### src/include/sbmhp_pkg.sv
// Shared constants and types for the strobe bus mode host port
package sbmhp_pkg;
	// Register offsets (word addresses on the 16-bit bus)
	localparam logic [15:0] SBMHP_OFS_BUS_CFG  = 16'h0000;
	localparam logic [15:0] SBMHP_OFS_BASE_ROM = 16'h0002;
	localparam logic [15:0] SBMHP_OFS_CARD_OPT = 16'h8000;
	localparam logic [15:0] SBMHP_OFS_CARD_STS = 16'h8002;
	// Field positions in bus_configuration
	localparam int SBMHP_BIT_IRQ_SEL_LO = 1;
	localparam int SBMHP_BIT_IRQ_SEL_HI = 2;
	localparam int SBMHP_BIT_WIDE_BUS   = 7;
	localparam int SBMHP_BIT_NO_WAIT    = 12;
	// Field positions in base_address_and_rom_size
	localparam int SBMHP_BIT_ROM_SIZE_LO = 6;
	localparam int SBMHP_BIT_ROM_SIZE_HI = 7;
	// Reset values
	localparam logic [15:0] SBMHP_RST_BUS_CFG  = 16'h0000;
	localparam logic [15:0] SBMHP_RST_BASE_ROM = 16'h0000;
	localparam logic [15:0] SBMHP_RST_CARD_OPT = 16'h0000;
	localparam logic [15:0] SBMHP_RST_CARD_STS = 16'h0000;
	// Wait request length: two to three 20 MHz clocks, short end of 100 ns taken
	localparam int SBMHP_WAIT_NS     = 100;
	localparam int SBMHP_CLK_NS      = 4;
	localparam int SBMHP_WAIT_CYCLES = SBMHP_WAIT_NS / SBMHP_CLK_NS;
	// Bus mode of the device port
	typedef enum logic [1:0] {
		SBMHP_MODE_ISA    = 2'b00,
		SBMHP_MODE_VERIFY = 2'b01,
		SBMHP_MODE_STROBE = 2'b11,
		SBMHP_MODE_CARD   = 2'b10
	} sbmhp_mode_type;
	// Host sequencer states
	typedef enum logic [2:0] {
		SBMHP_H_IDLE  = 3'b000,
		SBMHP_H_ENTRY = 3'b001,
		SBMHP_H_GAP   = 3'b011,
		SBMHP_H_SETUP = 3'b010,
		SBMHP_H_STRB  = 3'b110,
		SBMHP_H_DONE  = 3'b111
	} sbmhp_hstate_type;
endpackage

### src/include/sbmhp_if.sv
// Pin level carrier between the host processor end and the device end
`timescale 1ns/1ps
interface sbmhp_if;
	logic        rd_n;        // ISA read strobe, low active
	logic        wr_n;        // ISA write strobe / strobe mode direction
	logic        ds_n;        // Data strobe, low active
	logic [15:0] addr;        // Word address
	logic [15:0] d_host;      // Host data out
	logic        d_host_oe;   // Host drives data
	logic [15:0] d_dev;       // Device data out
	logic        d_dev_oe;    // Device drives data
	logic        ack_a_n_o;   // Transfer acknowledge A level
	logic        ack_a_oe;    // Transfer acknowledge A enable
	logic        ack_b_n_o;   // Transfer acknowledge B level
	logic        ack_b_oe;    // Transfer acknowledge B enable
	logic        ready;       // ISA ready, high when no wait
	modport host (output rd_n, wr_n, ds_n, addr, d_host, d_host_oe,
		input d_dev, d_dev_oe, ack_a_n_o, ack_a_oe, ack_b_n_o, ack_b_oe, ready);
	modport device (input rd_n, wr_n, ds_n, addr, d_host, d_host_oe,
		output d_dev, d_dev_oe, ack_a_n_o, ack_a_oe, ack_b_n_o, ack_b_oe, ready);
endinterface

### src/verilog/sbmhp_device.sv
// Device end: bus mode selection, configuration registers and strobe cycles
//
// How it works
// - Sample straps at reset release, ISA sixteen
// - Rom select low means card mode
// - Both strobes low switch to strobe mode
// - First strobe access must be write
// - Strobe mode held until hard reset
// - Reset clears the selected bus mode
// - Unselected acknowledge pins stay tri-stated
// - Host leaves card registers untouched
// - Wide bit reads inverse of width pin
// - Host always writes wide bit one
// - No-wait clear drops ready each ISA access
// - Two bits pick interrupt pin, zero
// - Bytes pass through without swapping
// - Rom size zero disables rom decode
// - Read drives register data on bus
// - Write captures bus into register
// - Acknowledge pins never go low
// - No wait states in strobe mode, host never waits
// - All registers reachable in strobe mode
`timescale 1ns/1ps
module sbmhp_device
	import sbmhp_pkg::*;
(
	// Clock and reset
	input  wire logic        CLK_I,
	input  wire logic        RST_I,
	// Carrier
	sbmhp_if.device          BUS,
	// Strap pins
	input  wire logic        WIDTH_SELECT_N_I,
	input  wire logic        ROM_SELECT_N_I,
	// Status and pins toward the user side
	output logic             ROM_SELECT_N_O,
	output logic             ROM_SELECT_OE_O,
	output logic [1:0]       MODE_O,
	output logic             IRQ_OUT_ZERO_O,
	output logic             PROTO_ERR_O,
	// Internal interrupt request to route
	input  wire logic        IRQ_REQ_I,
	// Rom decode address lines
	input  wire logic [3:0]  ROM_ADDR_HI_I
);
	// Whole device state
	typedef struct packed {
		sbmhp_mode_type mode;       // Current bus mode
		logic           in_reset;   // Reset seen, release sampling due
		logic           strobes;    // Previous cycle had an access strobe
		logic [15:0]    bus_cfg;    // bus_configuration
		logic [15:0]    base_rom;   // base_address_and_rom_size
		logic [15:0]    card_opt;   // card_configuration_option
		logic [15:0]    card_sts;   // card_configuration_status
		logic [15:0]    rd_data;    // Read data driven out
		logic           rd_oe;      // Read data enable
		logic [7:0]     wait_cnt;   // Ready low counter
		logic           ready;      // ISA ready
		logic           ack_a_oe;   // Acknowledge A enable
		logic           ack_b_oe;   // Acknowledge B enable
		logic           irq0;       // Interrupt output zero
		logic           rom_n;      // Rom select level
		logic           rom_oe;     // Rom select enable
		logic           err;        // Sticky protocol error
	} sbmhp_dev_type;

	sbmhp_dev_type s_q;
	sbmhp_dev_type s_d;
	logic          strobe_cyc;  // Strobe mode access active
	logic          isa_rd;      // ISA read active
	logic          isa_wr;      // ISA write active
	logic          access;      // Any access active
	logic          is_write;    // Access is a write
	logic [15:0]   rd_mux;      // Addressed register contents
	logic [1:0]    irq_sel;     // Interrupt pin selection

	// Cycle decoding is qualified by the mode flag
	always_comb begin
		// Card mode must not decode the data strobe, so name both strobe modes
		strobe_cyc = (s_q.mode == SBMHP_MODE_VERIFY || s_q.mode == SBMHP_MODE_STROBE) && !BUS.ds_n;
		isa_rd     = (s_q.mode == SBMHP_MODE_ISA) && !BUS.rd_n && BUS.wr_n;
		isa_wr     = (s_q.mode == SBMHP_MODE_ISA) && BUS.rd_n && !BUS.wr_n;
		access     = strobe_cyc || isa_rd || isa_wr;
		is_write   = strobe_cyc ? !BUS.wr_n : isa_wr;
		irq_sel    = {s_q.bus_cfg[SBMHP_BIT_IRQ_SEL_HI], s_q.bus_cfg[SBMHP_BIT_IRQ_SEL_LO]};
	end

	// Register read multiplexer, same map in every mode
	always_comb begin
		case (BUS.addr)
			SBMHP_OFS_BUS_CFG:  rd_mux = s_q.bus_cfg;
			SBMHP_OFS_BASE_ROM: rd_mux = s_q.base_rom;
			SBMHP_OFS_CARD_OPT: rd_mux = s_q.card_opt;
			SBMHP_OFS_CARD_STS: rd_mux = s_q.card_sts;
			default:            rd_mux = 16'h0000;
		endcase
	end

	// Next state
	always_comb begin
		s_d = s_q;
		s_d.strobes = access;
		if (RST_I) begin
			// Mode forgotten; straps taken at release
			s_d.mode     = SBMHP_MODE_ISA;
			s_d.in_reset = 1'b1;
			s_d.bus_cfg  = SBMHP_RST_BUS_CFG;
			s_d.base_rom = SBMHP_RST_BASE_ROM;
			s_d.card_opt = SBMHP_RST_CARD_OPT;
			s_d.card_sts = SBMHP_RST_CARD_STS;
			s_d.rd_oe    = 1'b0;
			s_d.ready    = 1'b1;
			s_d.wait_cnt = 8'h00;
			s_d.err      = 1'b0;
			s_d.strobes  = 1'b0;
		end else if (s_q.in_reset) begin
			// First cycle after release: straps sampled
			s_d.in_reset = 1'b0;
			s_d.bus_cfg[SBMHP_BIT_WIDE_BUS] = !WIDTH_SELECT_N_I;
			if (!ROM_SELECT_N_I) begin
				s_d.mode = SBMHP_MODE_CARD;
			end else begin
				s_d.mode = SBMHP_MODE_ISA;
			end
		end else begin
			// Entry: both ISA strobes low together, only from ISA
			if (s_q.mode == SBMHP_MODE_ISA && !BUS.rd_n && !BUS.wr_n) begin
				s_d.mode = SBMHP_MODE_VERIFY;
			end
			// First strobe access after entry confirms the mode
			if (s_q.mode == SBMHP_MODE_VERIFY && strobe_cyc && !s_q.strobes) begin
				s_d.mode = SBMHP_MODE_STROBE;
				if (BUS.wr_n) begin
					s_d.err = 1'b1;
				end
			end
			// No path leads out of strobe mode but reset
			// Read data from the addressed register, bytes unswapped
			s_d.rd_oe   = access && !is_write && s_q.mode != SBMHP_MODE_VERIFY;
			s_d.rd_data = rd_mux;
			// Write capture on the first cycle of the access
			if (access && is_write && !s_q.strobes) begin
				case (BUS.addr)
					SBMHP_OFS_BUS_CFG:  s_d.bus_cfg  = BUS.d_host;
					SBMHP_OFS_BASE_ROM: s_d.base_rom = BUS.d_host;
					SBMHP_OFS_CARD_OPT: s_d.card_opt = BUS.d_host;
					SBMHP_OFS_CARD_STS: s_d.card_sts = BUS.d_host;
					default:            s_d.err      = s_q.err;
				endcase
			end
			// Wait request on every ISA access unless suppressed
			if ((isa_rd || isa_wr) && !s_q.strobes && !s_q.bus_cfg[SBMHP_BIT_NO_WAIT]) begin
				s_d.ready    = 1'b0;
				s_d.wait_cnt = 8'(SBMHP_WAIT_CYCLES - 1);
			end else if (s_q.wait_cnt != 8'h00) begin
				s_d.wait_cnt = s_q.wait_cnt - 8'h01;
			end else begin
				s_d.ready = 1'b1;
			end
		end
		// Acknowledge pins: enabled only when chosen, then held high
		s_d.ack_a_oe = (irq_sel == 2'b00);
		s_d.ack_b_oe = (irq_sel == 2'b01);
		s_d.irq0     = IRQ_REQ_I && (irq_sel == 2'b00);
		// Rom decode off when size is zero; otherwise pin low when ROM_ADDR_HI_I is all ones
		s_d.rom_oe = (s_q.mode == SBMHP_MODE_ISA) && !s_q.in_reset;
		if (s_q.base_rom[SBMHP_BIT_ROM_SIZE_HI:SBMHP_BIT_ROM_SIZE_LO] == 2'b00) begin
			s_d.rom_n = 1'b1;
		end else begin
			s_d.rom_n = !(ROM_ADDR_HI_I == 4'hf);
		end
	end

	// State register, synchronous reset folded into the next state
	always_ff @(posedge CLK_I) begin
		s_q <= s_d;
	end

	// Pin outputs straight from flip-flops; device needs no wait in strobe mode
	assign BUS.d_dev     = s_q.rd_data;
	assign BUS.d_dev_oe  = s_q.rd_oe;
	assign BUS.ack_a_n_o = 1'b1;
	assign BUS.ack_a_oe  = s_q.ack_a_oe;
	assign BUS.ack_b_n_o = 1'b1;
	assign BUS.ack_b_oe  = s_q.ack_b_oe;
	assign BUS.ready     = s_q.ready;
	assign ROM_SELECT_N_O  = s_q.rom_n;
	assign ROM_SELECT_OE_O = s_q.rom_oe;
	assign MODE_O          = s_q.mode;
	assign IRQ_OUT_ZERO_O  = s_q.irq0;
	assign PROTO_ERR_O     = s_q.err;
endmodule // sbmhp_device

### src/flat_wrapper.sv
// flat-port wrapper written by rule: the top's interface ports become plain ports
module sbmhp_device_flat import sbmhp_pkg::*;
  (CLK_I, RST_I, WIDTH_SELECT_N_I, ROM_SELECT_N_I, ROM_SELECT_N_O, ROM_SELECT_OE_O, MODE_O, IRQ_OUT_ZERO_O, PROTO_ERR_O, IRQ_REQ_I, ROM_ADDR_HI_I, BUS_rd_n, BUS_wr_n, BUS_ds_n, BUS_addr, BUS_d_host, BUS_d_host_oe, BUS_d_dev, BUS_d_dev_oe, BUS_ack_a_n_o, BUS_ack_a_oe, BUS_ack_b_n_o, BUS_ack_b_oe, BUS_ready);
  sbmhp_if BUS_i ();
  input  wire logic CLK_I;
  input  wire logic RST_I;
  input  wire logic WIDTH_SELECT_N_I;
  input  wire logic ROM_SELECT_N_I;
  output logic ROM_SELECT_N_O;
  output logic ROM_SELECT_OE_O;
  output logic [1:0] MODE_O;
  output logic IRQ_OUT_ZERO_O;
  output logic PROTO_ERR_O;
  input  wire logic IRQ_REQ_I;
  input  wire logic [3:0] ROM_ADDR_HI_I;
  input wire logic [$bits(BUS_i.rd_n)-1:0] BUS_rd_n;
  input wire logic [$bits(BUS_i.wr_n)-1:0] BUS_wr_n;
  input wire logic [$bits(BUS_i.ds_n)-1:0] BUS_ds_n;
  input wire logic [$bits(BUS_i.addr)-1:0] BUS_addr;
  input wire logic [$bits(BUS_i.d_host)-1:0] BUS_d_host;
  input wire logic [$bits(BUS_i.d_host_oe)-1:0] BUS_d_host_oe;
  output wire logic [$bits(BUS_i.d_dev)-1:0] BUS_d_dev;
  output wire logic [$bits(BUS_i.d_dev_oe)-1:0] BUS_d_dev_oe;
  output wire logic [$bits(BUS_i.ack_a_n_o)-1:0] BUS_ack_a_n_o;
  output wire logic [$bits(BUS_i.ack_a_oe)-1:0] BUS_ack_a_oe;
  output wire logic [$bits(BUS_i.ack_b_n_o)-1:0] BUS_ack_b_n_o;
  output wire logic [$bits(BUS_i.ack_b_oe)-1:0] BUS_ack_b_oe;
  output wire logic [$bits(BUS_i.ready)-1:0] BUS_ready;
  assign BUS_i.rd_n = BUS_rd_n;
  assign BUS_i.wr_n = BUS_wr_n;
  assign BUS_i.ds_n = BUS_ds_n;
  assign BUS_i.addr = BUS_addr;
  assign BUS_i.d_host = BUS_d_host;
  assign BUS_i.d_host_oe = BUS_d_host_oe;
  assign BUS_d_dev = BUS_i.d_dev;
  assign BUS_d_dev_oe = BUS_i.d_dev_oe;
  assign BUS_ack_a_n_o = BUS_i.ack_a_n_o;
  assign BUS_ack_a_oe = BUS_i.ack_a_oe;
  assign BUS_ack_b_n_o = BUS_i.ack_b_n_o;
  assign BUS_ack_b_oe = BUS_i.ack_b_oe;
  assign BUS_ready = BUS_i.ready;
  sbmhp_device u_core (.CLK_I(CLK_I), .RST_I(RST_I), .BUS(BUS_i), .WIDTH_SELECT_N_I(WIDTH_SELECT_N_I), .ROM_SELECT_N_I(ROM_SELECT_N_I), .ROM_SELECT_N_O(ROM_SELECT_N_O), .ROM_SELECT_OE_O(ROM_SELECT_OE_O), .MODE_O(MODE_O), .IRQ_OUT_ZERO_O(IRQ_OUT_ZERO_O), .PROTO_ERR_O(PROTO_ERR_O), .IRQ_REQ_I(IRQ_REQ_I), .ROM_ADDR_HI_I(ROM_ADDR_HI_I));
endmodule
### config.mk
export PLATFORM = sky130hd
export DESIGN_NAME = sbmhp_device_flat
export DESIGN_NICKNAME = d
export VERILOG_FILES = /design/src/include/sbmhp_pkg.sv /design/src/include/sbmhp_if.sv /design/src/verilog/sbmhp_device.sv /design/src/flat_wrapper.sv
export SDC_FILE = /design/constraint.sdc
export NUM_CORES = 1
export LEC_CHECK = 0
export BUFFER_PORTS_ARGS = -buffer_cell sky130_fd_sc_hd__buf_2
export CAP_MARGIN = 20
export CORE_ASPECT_RATIO = 0.5
export CORE_MARGIN = 2
export CORE_UTILIZATION = 40
export CTS_CLUSTER_DIAMETER = 50
export CTS_CLUSTER_SIZE = 28
export DETAILED_ROUTE_END_ITERATION = 8
export GPL_TIMING_DRIVEN = 0
export PLACE_DENSITY_LB_ADDON = 0.25
export RECOVER_POWER = 100
export SLEW_MARGIN = 25
export SYNTH_ARGS = -nofsm -noshare
export SYNTH_HDL_FRONTEND = slang
export SYNTH_SLANG_ARGS = --single-unit
### constraint.sdc
create_clock -name CLK_I -period 2.1 [get_ports CLK_I]
set_input_delay 0.105 -clock CLK_I [delete_from_list [all_inputs] [get_ports CLK_I]]
set_output_delay 0.105 -clock CLK_I [all_outputs]
set_load 0.05 [all_outputs]
======== After elaboration in Yosys (flattened, before gate mapping) ========
Index checks and enable logic that the tools add are counted.
storage, ports and cells
  flip-flop bits (word level) ............. 100
  latch bits .............................. 0
  RAM bits ................................ 0
  ROM bits ................................ 0
  input port bits ......................... 45
  output and inout port bits .............. 28
  word-level logic and storage cells ...... 99
  memories ................................ 0
cells by class
  add/sub/neg operators ................... 1
  multiply operators ...................... 0
  div/mod/pow operators ................... 0
  order comparisons ....................... 0
  equal/unequal tests ..................... 10
  shift-type cells ........................ 0
  muxes and demuxes ....................... 20
  bitwise logic cells ..................... 2
  reduce and logical (&&, ||, !) cells .... 48
operators with widths
  kind                                              count
  one-hot mux 16 bit (4 select lines)               1
  two-way mux 56 bit                                1
  two-way mux 16 bit                                3
  == test 16 bit, second input constant             2
  == test 16 x 2 -> 1 bit, second input constant    1
  logical AND 1 bit                                 16
  logical NOT 16 bit                                1
  two-way mux 8 bit                                 2
  AND reduction 3 bit                               4
  AND reduction 2 bit                               5
  logical NOT 1 bit                                 9
  two-way mux 9 bit                                 1
  two-way mux 1 bit                                 8
  two-way mux 2 bit                                 4
  nonzero test 8 bit                                1
  subtractor 8 x 1 -> 8 bit, second input constant  1
  logical NOT 2 bit                                 3
  nonzero test 2 bit                                3
  == test 2 x 1 -> 1 bit, second input constant     2
  == test 4 bit, second input constant              1
  logical OR 1 bit                                  4
  != test 2 x 1 -> 1 bit, second input constant     2
  OR reduction 4 bit                                1
  nonzero test 3 bit                                1
  other kinds (3)                                   4

======== Depth between registers and ports, before layout ========
Gate-level depths: netlist (run 1).
  word-level depth ........................ 9
  depth in mapped cells ................... 8
  mapped depth without buffers ............ 6

======== Least setup slack after synthesis (run 1) ========
OpenSTA, ideal clock, no wires.
  path kind ............................... register -> register
  start point ............................. register u_core.s_q[9] in the netlist's numbering
  end point ............................... register u_core.s_q[11] in the netlist's numbering
  library setup time ...................... 0.132 ns
  data arrival time ....................... 1.732 ns
  data required time ...................... 1.968 ns
  setup slack ............................. 0.236 ns
  stages on the path, launching flop included .. 6
  path buffers ............................ 0
  clock period less this slack ............ 1.864 ns
  path through ............................ dfxtp_1 or4_4 nor4b_4 a2111oi_0 xnor2_1 a21oi_1
on the way
  word-level cells in the longest chain between the ends .. 3
  elaborated cells between the ends (all ways) .. 6
  those cells by class .................... add/sub: 1; mux: 2; reduce/logical: 3
ends and longest elaborated chain
  what                                                             line                                      RTL
  start, declared                                                  sbmhp_device.sv:67                        sbmhp_dev_type s_q;
  start signal, assigned                                           sbmhp_device.sv:176                       s_q <= s_d;
  subtractor 8 x 1 -> 8 bit or nonzero test 8 bit (tied branches)  sbmhp_device.sv:156, sbmhp_device.sv:155
  two-way mux 8 bit or nonzero test 2 bit (tied branches)          -
  two-way mux 9 bit or AND reduction 2 bit (tied branches)         -
Parallel ways exist; a longest one is shown, timed or not. The select of a mux whose other input is x is not followed.
A chain may end at the register's enable or synchronous reset.

======== Final worst setup path (run 1) ========
  start point ............................. register u_core.s_q[9] in the netlist's numbering
  end point ............................... register u_core.s_q[14] in the netlist's numbering
Same word-level chain as after synthesis.

==> metrics.yaml, run 1 <==
run_status:
  status: "finished clean"
power_and_ir_drop:
  cellPowerDensity_nw_per_um2: 884
  p_leak_nw: 1.79
  peakVddDrop_v: 0.000361
detailed_routing:
  drt_pre_antenna_iters: 5
  drtAntennaViolNets: 0
  drc_errors: 0
  routed_wl_um: 10400
  vias: 3638
  via_per_inst: 5.05
  wire_per_inst_um: 14.4
  drtIter0Drc: 249
global_route:
  overflow: 0
  grt_usage_pct: 19.1
  grt_max_degree: 16
  antenna_found_initial: 0
  grt_pass1_wl_um: 16900
  grt_pass1_vias: 3445
floorplan:
  fp.dieW_um: 149
  io_pins: 73
  die_area_um2: 11300
  die_y_um: 76.3
  rows: 26
  start_util_pct: 41.0
  core-area_um2: 10200
sta:
  hold_violations: 0
  rsz0062_at_grt: "false"
  holdWs_ns: 0.0283
  setup_viol_count_final: 0
  fmax_mhz: 511
  final.setup.tns_ns: 0
  period_share_pct: 93.2
  maxSlewViolCount: 0
  slew-limit-headroom_pct: 56.7
  final.setup.worst_slack_ns: 0.143
  tightest_slew_ns: 0.649
  fin_skew_ns: 0.00591
  period_needed_ns: 1.96
clock_network:
  cts_tree: "done"
  worstSkewPairLatency_ns: 0.35
  root_buffer: "clkbuf_16"
  path_clk_slew_ns: 0.07
  htreeDepth: 3
  cts_max_path_buffers: 2
  cts.sinks: 100
  cts_buffers: 9
setup_path:
  start_kind: "flop"
  path_max_fanout: 5
  path_class: "flop to flop"
  cp.required_ns: 2.38
  endpoint_kind: "flop"
  worstPathArrival_ns: 2.24
  worst-r2r-setup-slack_ns: 0.14
yosys:
  syn_inst: 488
  ys.flop_type: "dfxtp_1"
  ys_seq_elements: 100
  syn_area_um2: 4180
  synth-edff-count: 16
  yosys_warnings: 0
  syn_area_per_cell_um2: 8.56
  netlist-cell-type-count: 46
  async_flop_share_pct: 0
  ys_seq_area_share_pct: 51.7
place:
  place_ws_ns: -0.248
  gp_congestion: 0.781
  place_area_um2: 4720
  dp.final_hpwl_um: 7210
  portBuffers: 69
final_layout:
  fin_area_um2: 5000
  syn2layout_area_growth_pct: 19.8
  layout.nets: 622
  n_antenna_cell: 0
  fillers: 1024
  final_layout_size_suffix_gt1_share_pct: 17.8
  postLayoutCoreUtil_pct: 49.2
run:
  drv_cap: 0
worst_hold_path:
  hold_class: "input pin to flop"
[cell usage in the layout, fill, tap and decap left out, types with 2 or more instances in the layout]
master	n
nor4_2	2
clkbuf_1	49
clkbuf_16	9
dlygate4sd3_1	3
xnor2_1	5
edfxtp_1	16
clkbuf_4	2
nor2_2	4
o21ai_0	2
and4_1	2
nor2_1	16
a22oi_1	32
conb_1	2
buf_2	44
nand2b_1	2
nor4b_1	2
nand4_1	4
a211oi_1	4
clkbuf_2	5
nor4_1	2
a21oi_1	71
inv_1	5
nor2b_1	2
nor3_1	5
dfxtp_1	84
or2_2	3
nand2_1	152
ha_1	2
buf_4	22
[layer usage]
metal / wire, µm / global-route usage [%] / vias up / share of wire, %
met3: 544 / 4.97 / 16 / 5.2
li1: - / - / 1829 / -
met2: 4770 / 31.4 / 92 / 46
met5: 0 / 0 / - / 0
met1: 4930 / 25.0 / 1701 / 47
met4: 145 / 5.71 / 0 / 1.4
[through the flow]
step	instances	power, W
final	720	0.00443
after global routing	720	0.00463
after CTS	721	0.00449
after detailed placement	699	0.00288
after global placement	698	0.00287
after floorplan	489	0.00270
[critical path, stage by stage, from the launching register on]
cell     delay, ns
dfxtp_1       0.35
or4_4         0.58
nor4b_4       0.36
buf_4         0.19
a21oi_2       0.07
a31o_1        0.22
a21oi_1       0.12
[what timing repair did]
item / 4_1_cts / 5_1_grt
setup buffers: 3 / 0
gates resized for setup: 6 / 8
endpoints found under the hold margin: 3 / 0
endpoints found under the setup margin: 32 / 32
pin swaps: 1 / 0
hold buffers: 3 / 0
[where the power goes]
part	switching (W)	internal (W)
clock network	0.000683	0.000837
logic	0.000431	0.000352
registers	0.0000889	0.00203
total	0.00120	0.00322
[area by class of cell]
type	instances	area [µm²]	share of cell area, %
Tap cell	140	175	3.50
Multi-Input combinational cell	338	1760	35.2
Clock inverter	2	11.3	0.225
Buffer	45	263	5.25
Inverter	5	18.8	0.375
Timing Repair Buffer	76	362	7.23
Clock buffer	14	254	5.08
Sequential cell	100	2160	43.2
[registers in the layout (all words and copies together), names as in the netlist]
signal and cells:
u_core.BUS.ack_a_oe 1, u_core.BUS.ack_b_oe 1, u_core.BUS.d_dev_oe 1, u_core.IRQ_OUT_ZERO_O 1
u_core.PROTO_ERR_O 1, u_core.BUS.d_dev 16, u_core.BUS.ready 1, u_core.irq_sel 2
u_core.ROM_SELECT_N_O 1, u_core.s_q 72, u_core.ROM_SELECT_OE_O 1, u_core.MODE_O 2
[logic make-up (layout without fill, tap and decap cells)]
kind of cell               Yosys count  in the layout  share of synthesized area (%)
and+or+nand+nor                    208            208                           22.4
AOI/OAI and AO/OA                  120            120                           17.3
DFF                                100            100                           51.7
buffers and inverters               51            142                           6.62
xor gates and xnor gates             6              6                           1.26
adders and majority gates            2              2                          0.599
other                                1              2                         0.0897
[worst paths after layout]
| kind | start | depth (start not counted) | end |
|---|---|---|---|
| setup / recovery | u_core.s_q[9] | 6 | u_core.s_q[14] |
| hold / removal | BUS_d_host[6] | 3 | u_core.s_q[86] |
| setup reg to reg | u_core.s_q[9] | 6 | u_core.s_q[14] |
| hold reg to reg | u_core.s_q[52] | 2 | u_core.s_q[52] |
[cells in the mapped netlist, drive strengths merged, types with 2 or more instances]
master / number / area (µm²)
a211oi: 4 / 30.0
a21o: 2 / 16.3
a21oi: 72 / 368
a22oi: 32 / 240
and4: 2 / 17.5
buf: 26 / 183
clkbuf: 20 / 75.1
dfxtp: 84 / 1680
edfxtp: 16 / 480
ha: 2 / 25.0
inv: 5 / 18.8
nand2: 152 / 571
nand2b: 2 / 12.5
nand3: 2 / 15.0
nand4: 4 / 25.0
nor2: 20 / 75.1
nor2b: 2 / 12.5
nor3: 6 / 30.0
nor4: 5 / 58.8
nor4b: 3 / 41.3
o21ai: 3 / 15.0
or2: 3 / 18.8
xnor2: 5 / 43.8
Power figures use the tool's default switching activity.
==> run 2: changes to the inputs <==
TNS_END_PERCENT = 20   (was unset)
clock period = 2.3 ns   (was 2.1 ns; I/O delays follow)
==> run 2 against run 1 <==
  * Design area shrank 0.67%
  * Sequential power shrank 8%
  * Maximum frequency shrank 7.5%
  * Combinational power shrank 20%
  * Clock power shrank 9%
  * Critical endpoint is now u_core.s_q[11]
  * Setup slack gained 0.041 ns
  * Wire length shrank 1.3%
  * Critical path depth shrank 1
  * Hold slack gained 0.011 ns
  * Power shrank 11%
  * Largest cell class unchanged
  * Via count shrank 0.58%
  * Global-route usage shrank 0.23 points
==> metrics.yaml, run 2 (synthesis results as in run 1) <==
detailed_routing:
  routed_wl_um: 10300
  drt_pre_antenna_iters: 5
  wire_per_inst_um: 14.3
  drtIter0Drc: 232
  drtAntennaViolNets: 0
  drc_errors: 0
  via_per_inst: 5.04
  vias: 3617
clock_network:
  cts_buffers: 9
  cts_tree: "done"
  post-cts-setup-buffers: 0
  cts.sinks: 100
  path_clk_slew_ns: 0.07
  worstSkewPairLatency_ns: 0.35
  htreeDepth: 3
  root_buffer: "clkbuf_16"
  cts_max_path_buffers: 2
power_and_ir_drop:
  cellPowerDensity_nw_per_um2: 795
  peakVddDrop_v: 0.000330
  p_leak_nw: 1.79
global_route:
  overflow: 0
  antenna_found_initial: 0
  grt_usage_pct: 18.9
  grt_pass1_wl_um: 16700
  grt_pass1_vias: 3407
  grt_max_degree: 16
floorplan:
  core-area_um2: 10200
  die_area_um2: 11300
  io_pins: 73
  rows: 26
  start_util_pct: 41.0
  die_y_um: 76.3
  fp.dieW_um: 149
setup_path:
  path_class: "flop to flop"
  worst-r2r-setup-slack_ns: 0.18
  endpoint_kind: "flop"
  worstPathArrival_ns: 2.33
  cpPeakStageDelay_ns: 0.62
  cp_cell_sequence: "or4_1 > nor4b_4 > a2111oi_0 > xnor2_1 > a21oi_1"
  path_max_fanout: 9
  cp.required_ns: 2.51
  slowest_stage: "or4_1"
  start_kind: "flop"
place:
  gp_congestion: 0.781
  portBuffers: 69
  dp.final_hpwl_um: 7210
final_layout:
  largest_reg_flops: 72
  final_layout_size_suffix_gt1_share_pct: 16.3
  multi_input_area_um2: 1740
  layout.nets: 620
  syn2layout_area_growth_pct: 19.0
  final_cell_mix: "152 x nand2_1, 84 x dfxtp_1, 71 x a21oi_1"
  regMostFlops: "u_core.s_q"
  fillers: 1031
  final_common_cell: "nand2_1"
  n_antenna_cell: 0
  register_area_um2: 2160
worst_hold_path:
  hold_class: "input pin to flop"
sta:
  maxSlewViolCount: 0
  holdWs_ns: 0.0388
  fin_skew_ns: 0.00798
  final.setup.tns_ns: 0
  rsz0062_at_grt: "true"
  fmax_mhz: 473
  period_share_pct: 92.0
  period_needed_ns: 2.12
  tightest_slew_ns: 0.653
  slew-limit-headroom_pct: 56.1
  hold_violations: 0
  setup_viol_count_final: 0
run:
  drv_cap: 0
run_status:
  status: "finished clean"
==> run 2: changes by cell type in the layout (fill, tap and decap cells not counted), sizes merged <==
| cell | change |
|---|---|
| dlymetal6s2s | +1 |
| clkbuf | -3 |
==> run 2: per-stage QoR <==
stage / utilization, % / cells / power [W] / instance area [µm²] / setup WS [ns]
final: 48.8 / 718 / 0.00395 / 4970 / 0.184
after global routing: 48.8 / 718 / 0.00414 / 4970 / -0.0193
after CTS: 49.3 / 718 / 0.00402 / 5020 / 0.00507
after detailed placement: 46.4 / 699 / 0.00263 / 4720 / -0.0476
after global placement: 46.2 / 698 / 0.00262 / 4700 / -0.120
after floorplan: - / 489 / 0.00247 / 4180 / 0.436
==> run 2: layer usage <==
metal  part of all wire [%]  up-vias  track usage [%]
met2                     46       91             30.8
met4                    1.3        0             5.71
met5                      0        -                0
li1                       -     1824                -
met1                     48     1689             24.8
met3                    5.4       13             4.97
==> run 2: worst max-delay path, delay by kind of cell (launching register included) <==
kind,cells,cell delay [ns]
XOR/XNOR,1,0.20
AND/OR/NAND/NOR,2,1.12
AO/OA/AOI/OAI,2,0.31
flip-flops,1,0.35
==> run 2: where the power goes <==
part / switching, W / internal, W
combinational: 0.000363 / 0.000266
clock: 0.000624 / 0.000764
sequential: 0.0000784 / 0.00186
==> run 2: cell type report <==
type,instances,share of cell area [%]
clock inverters,2,0.227
multi-input cells,338,34.9
clock buffers,14,5.11
plain buffers,46,5.24
flip-flops and latches,100,43.5
repair buffers,73,7.12
well taps,140,3.52
inverters,5,0.378
==> run 2: timing repair <==
item                                    in CTS  in global routing
resized for setup                            1                  4
hold endpoints to repair                     3                  0
endpoints found under the setup margin      10                 31
hold buffers                                 3                  0
==> run 2: final timing paths <==
path / startpoint / end / cells past startpoint
max: u_core.s_q[9] / u_core.s_q[11] / 5
min: BUS_d_host[6] / u_core.s_q[86] / 3
max reg2reg: u_core.s_q[9] / u_core.s_q[11] / 5
min reg2reg: u_core.s_q[67] / u_core.s_q[67] / 2
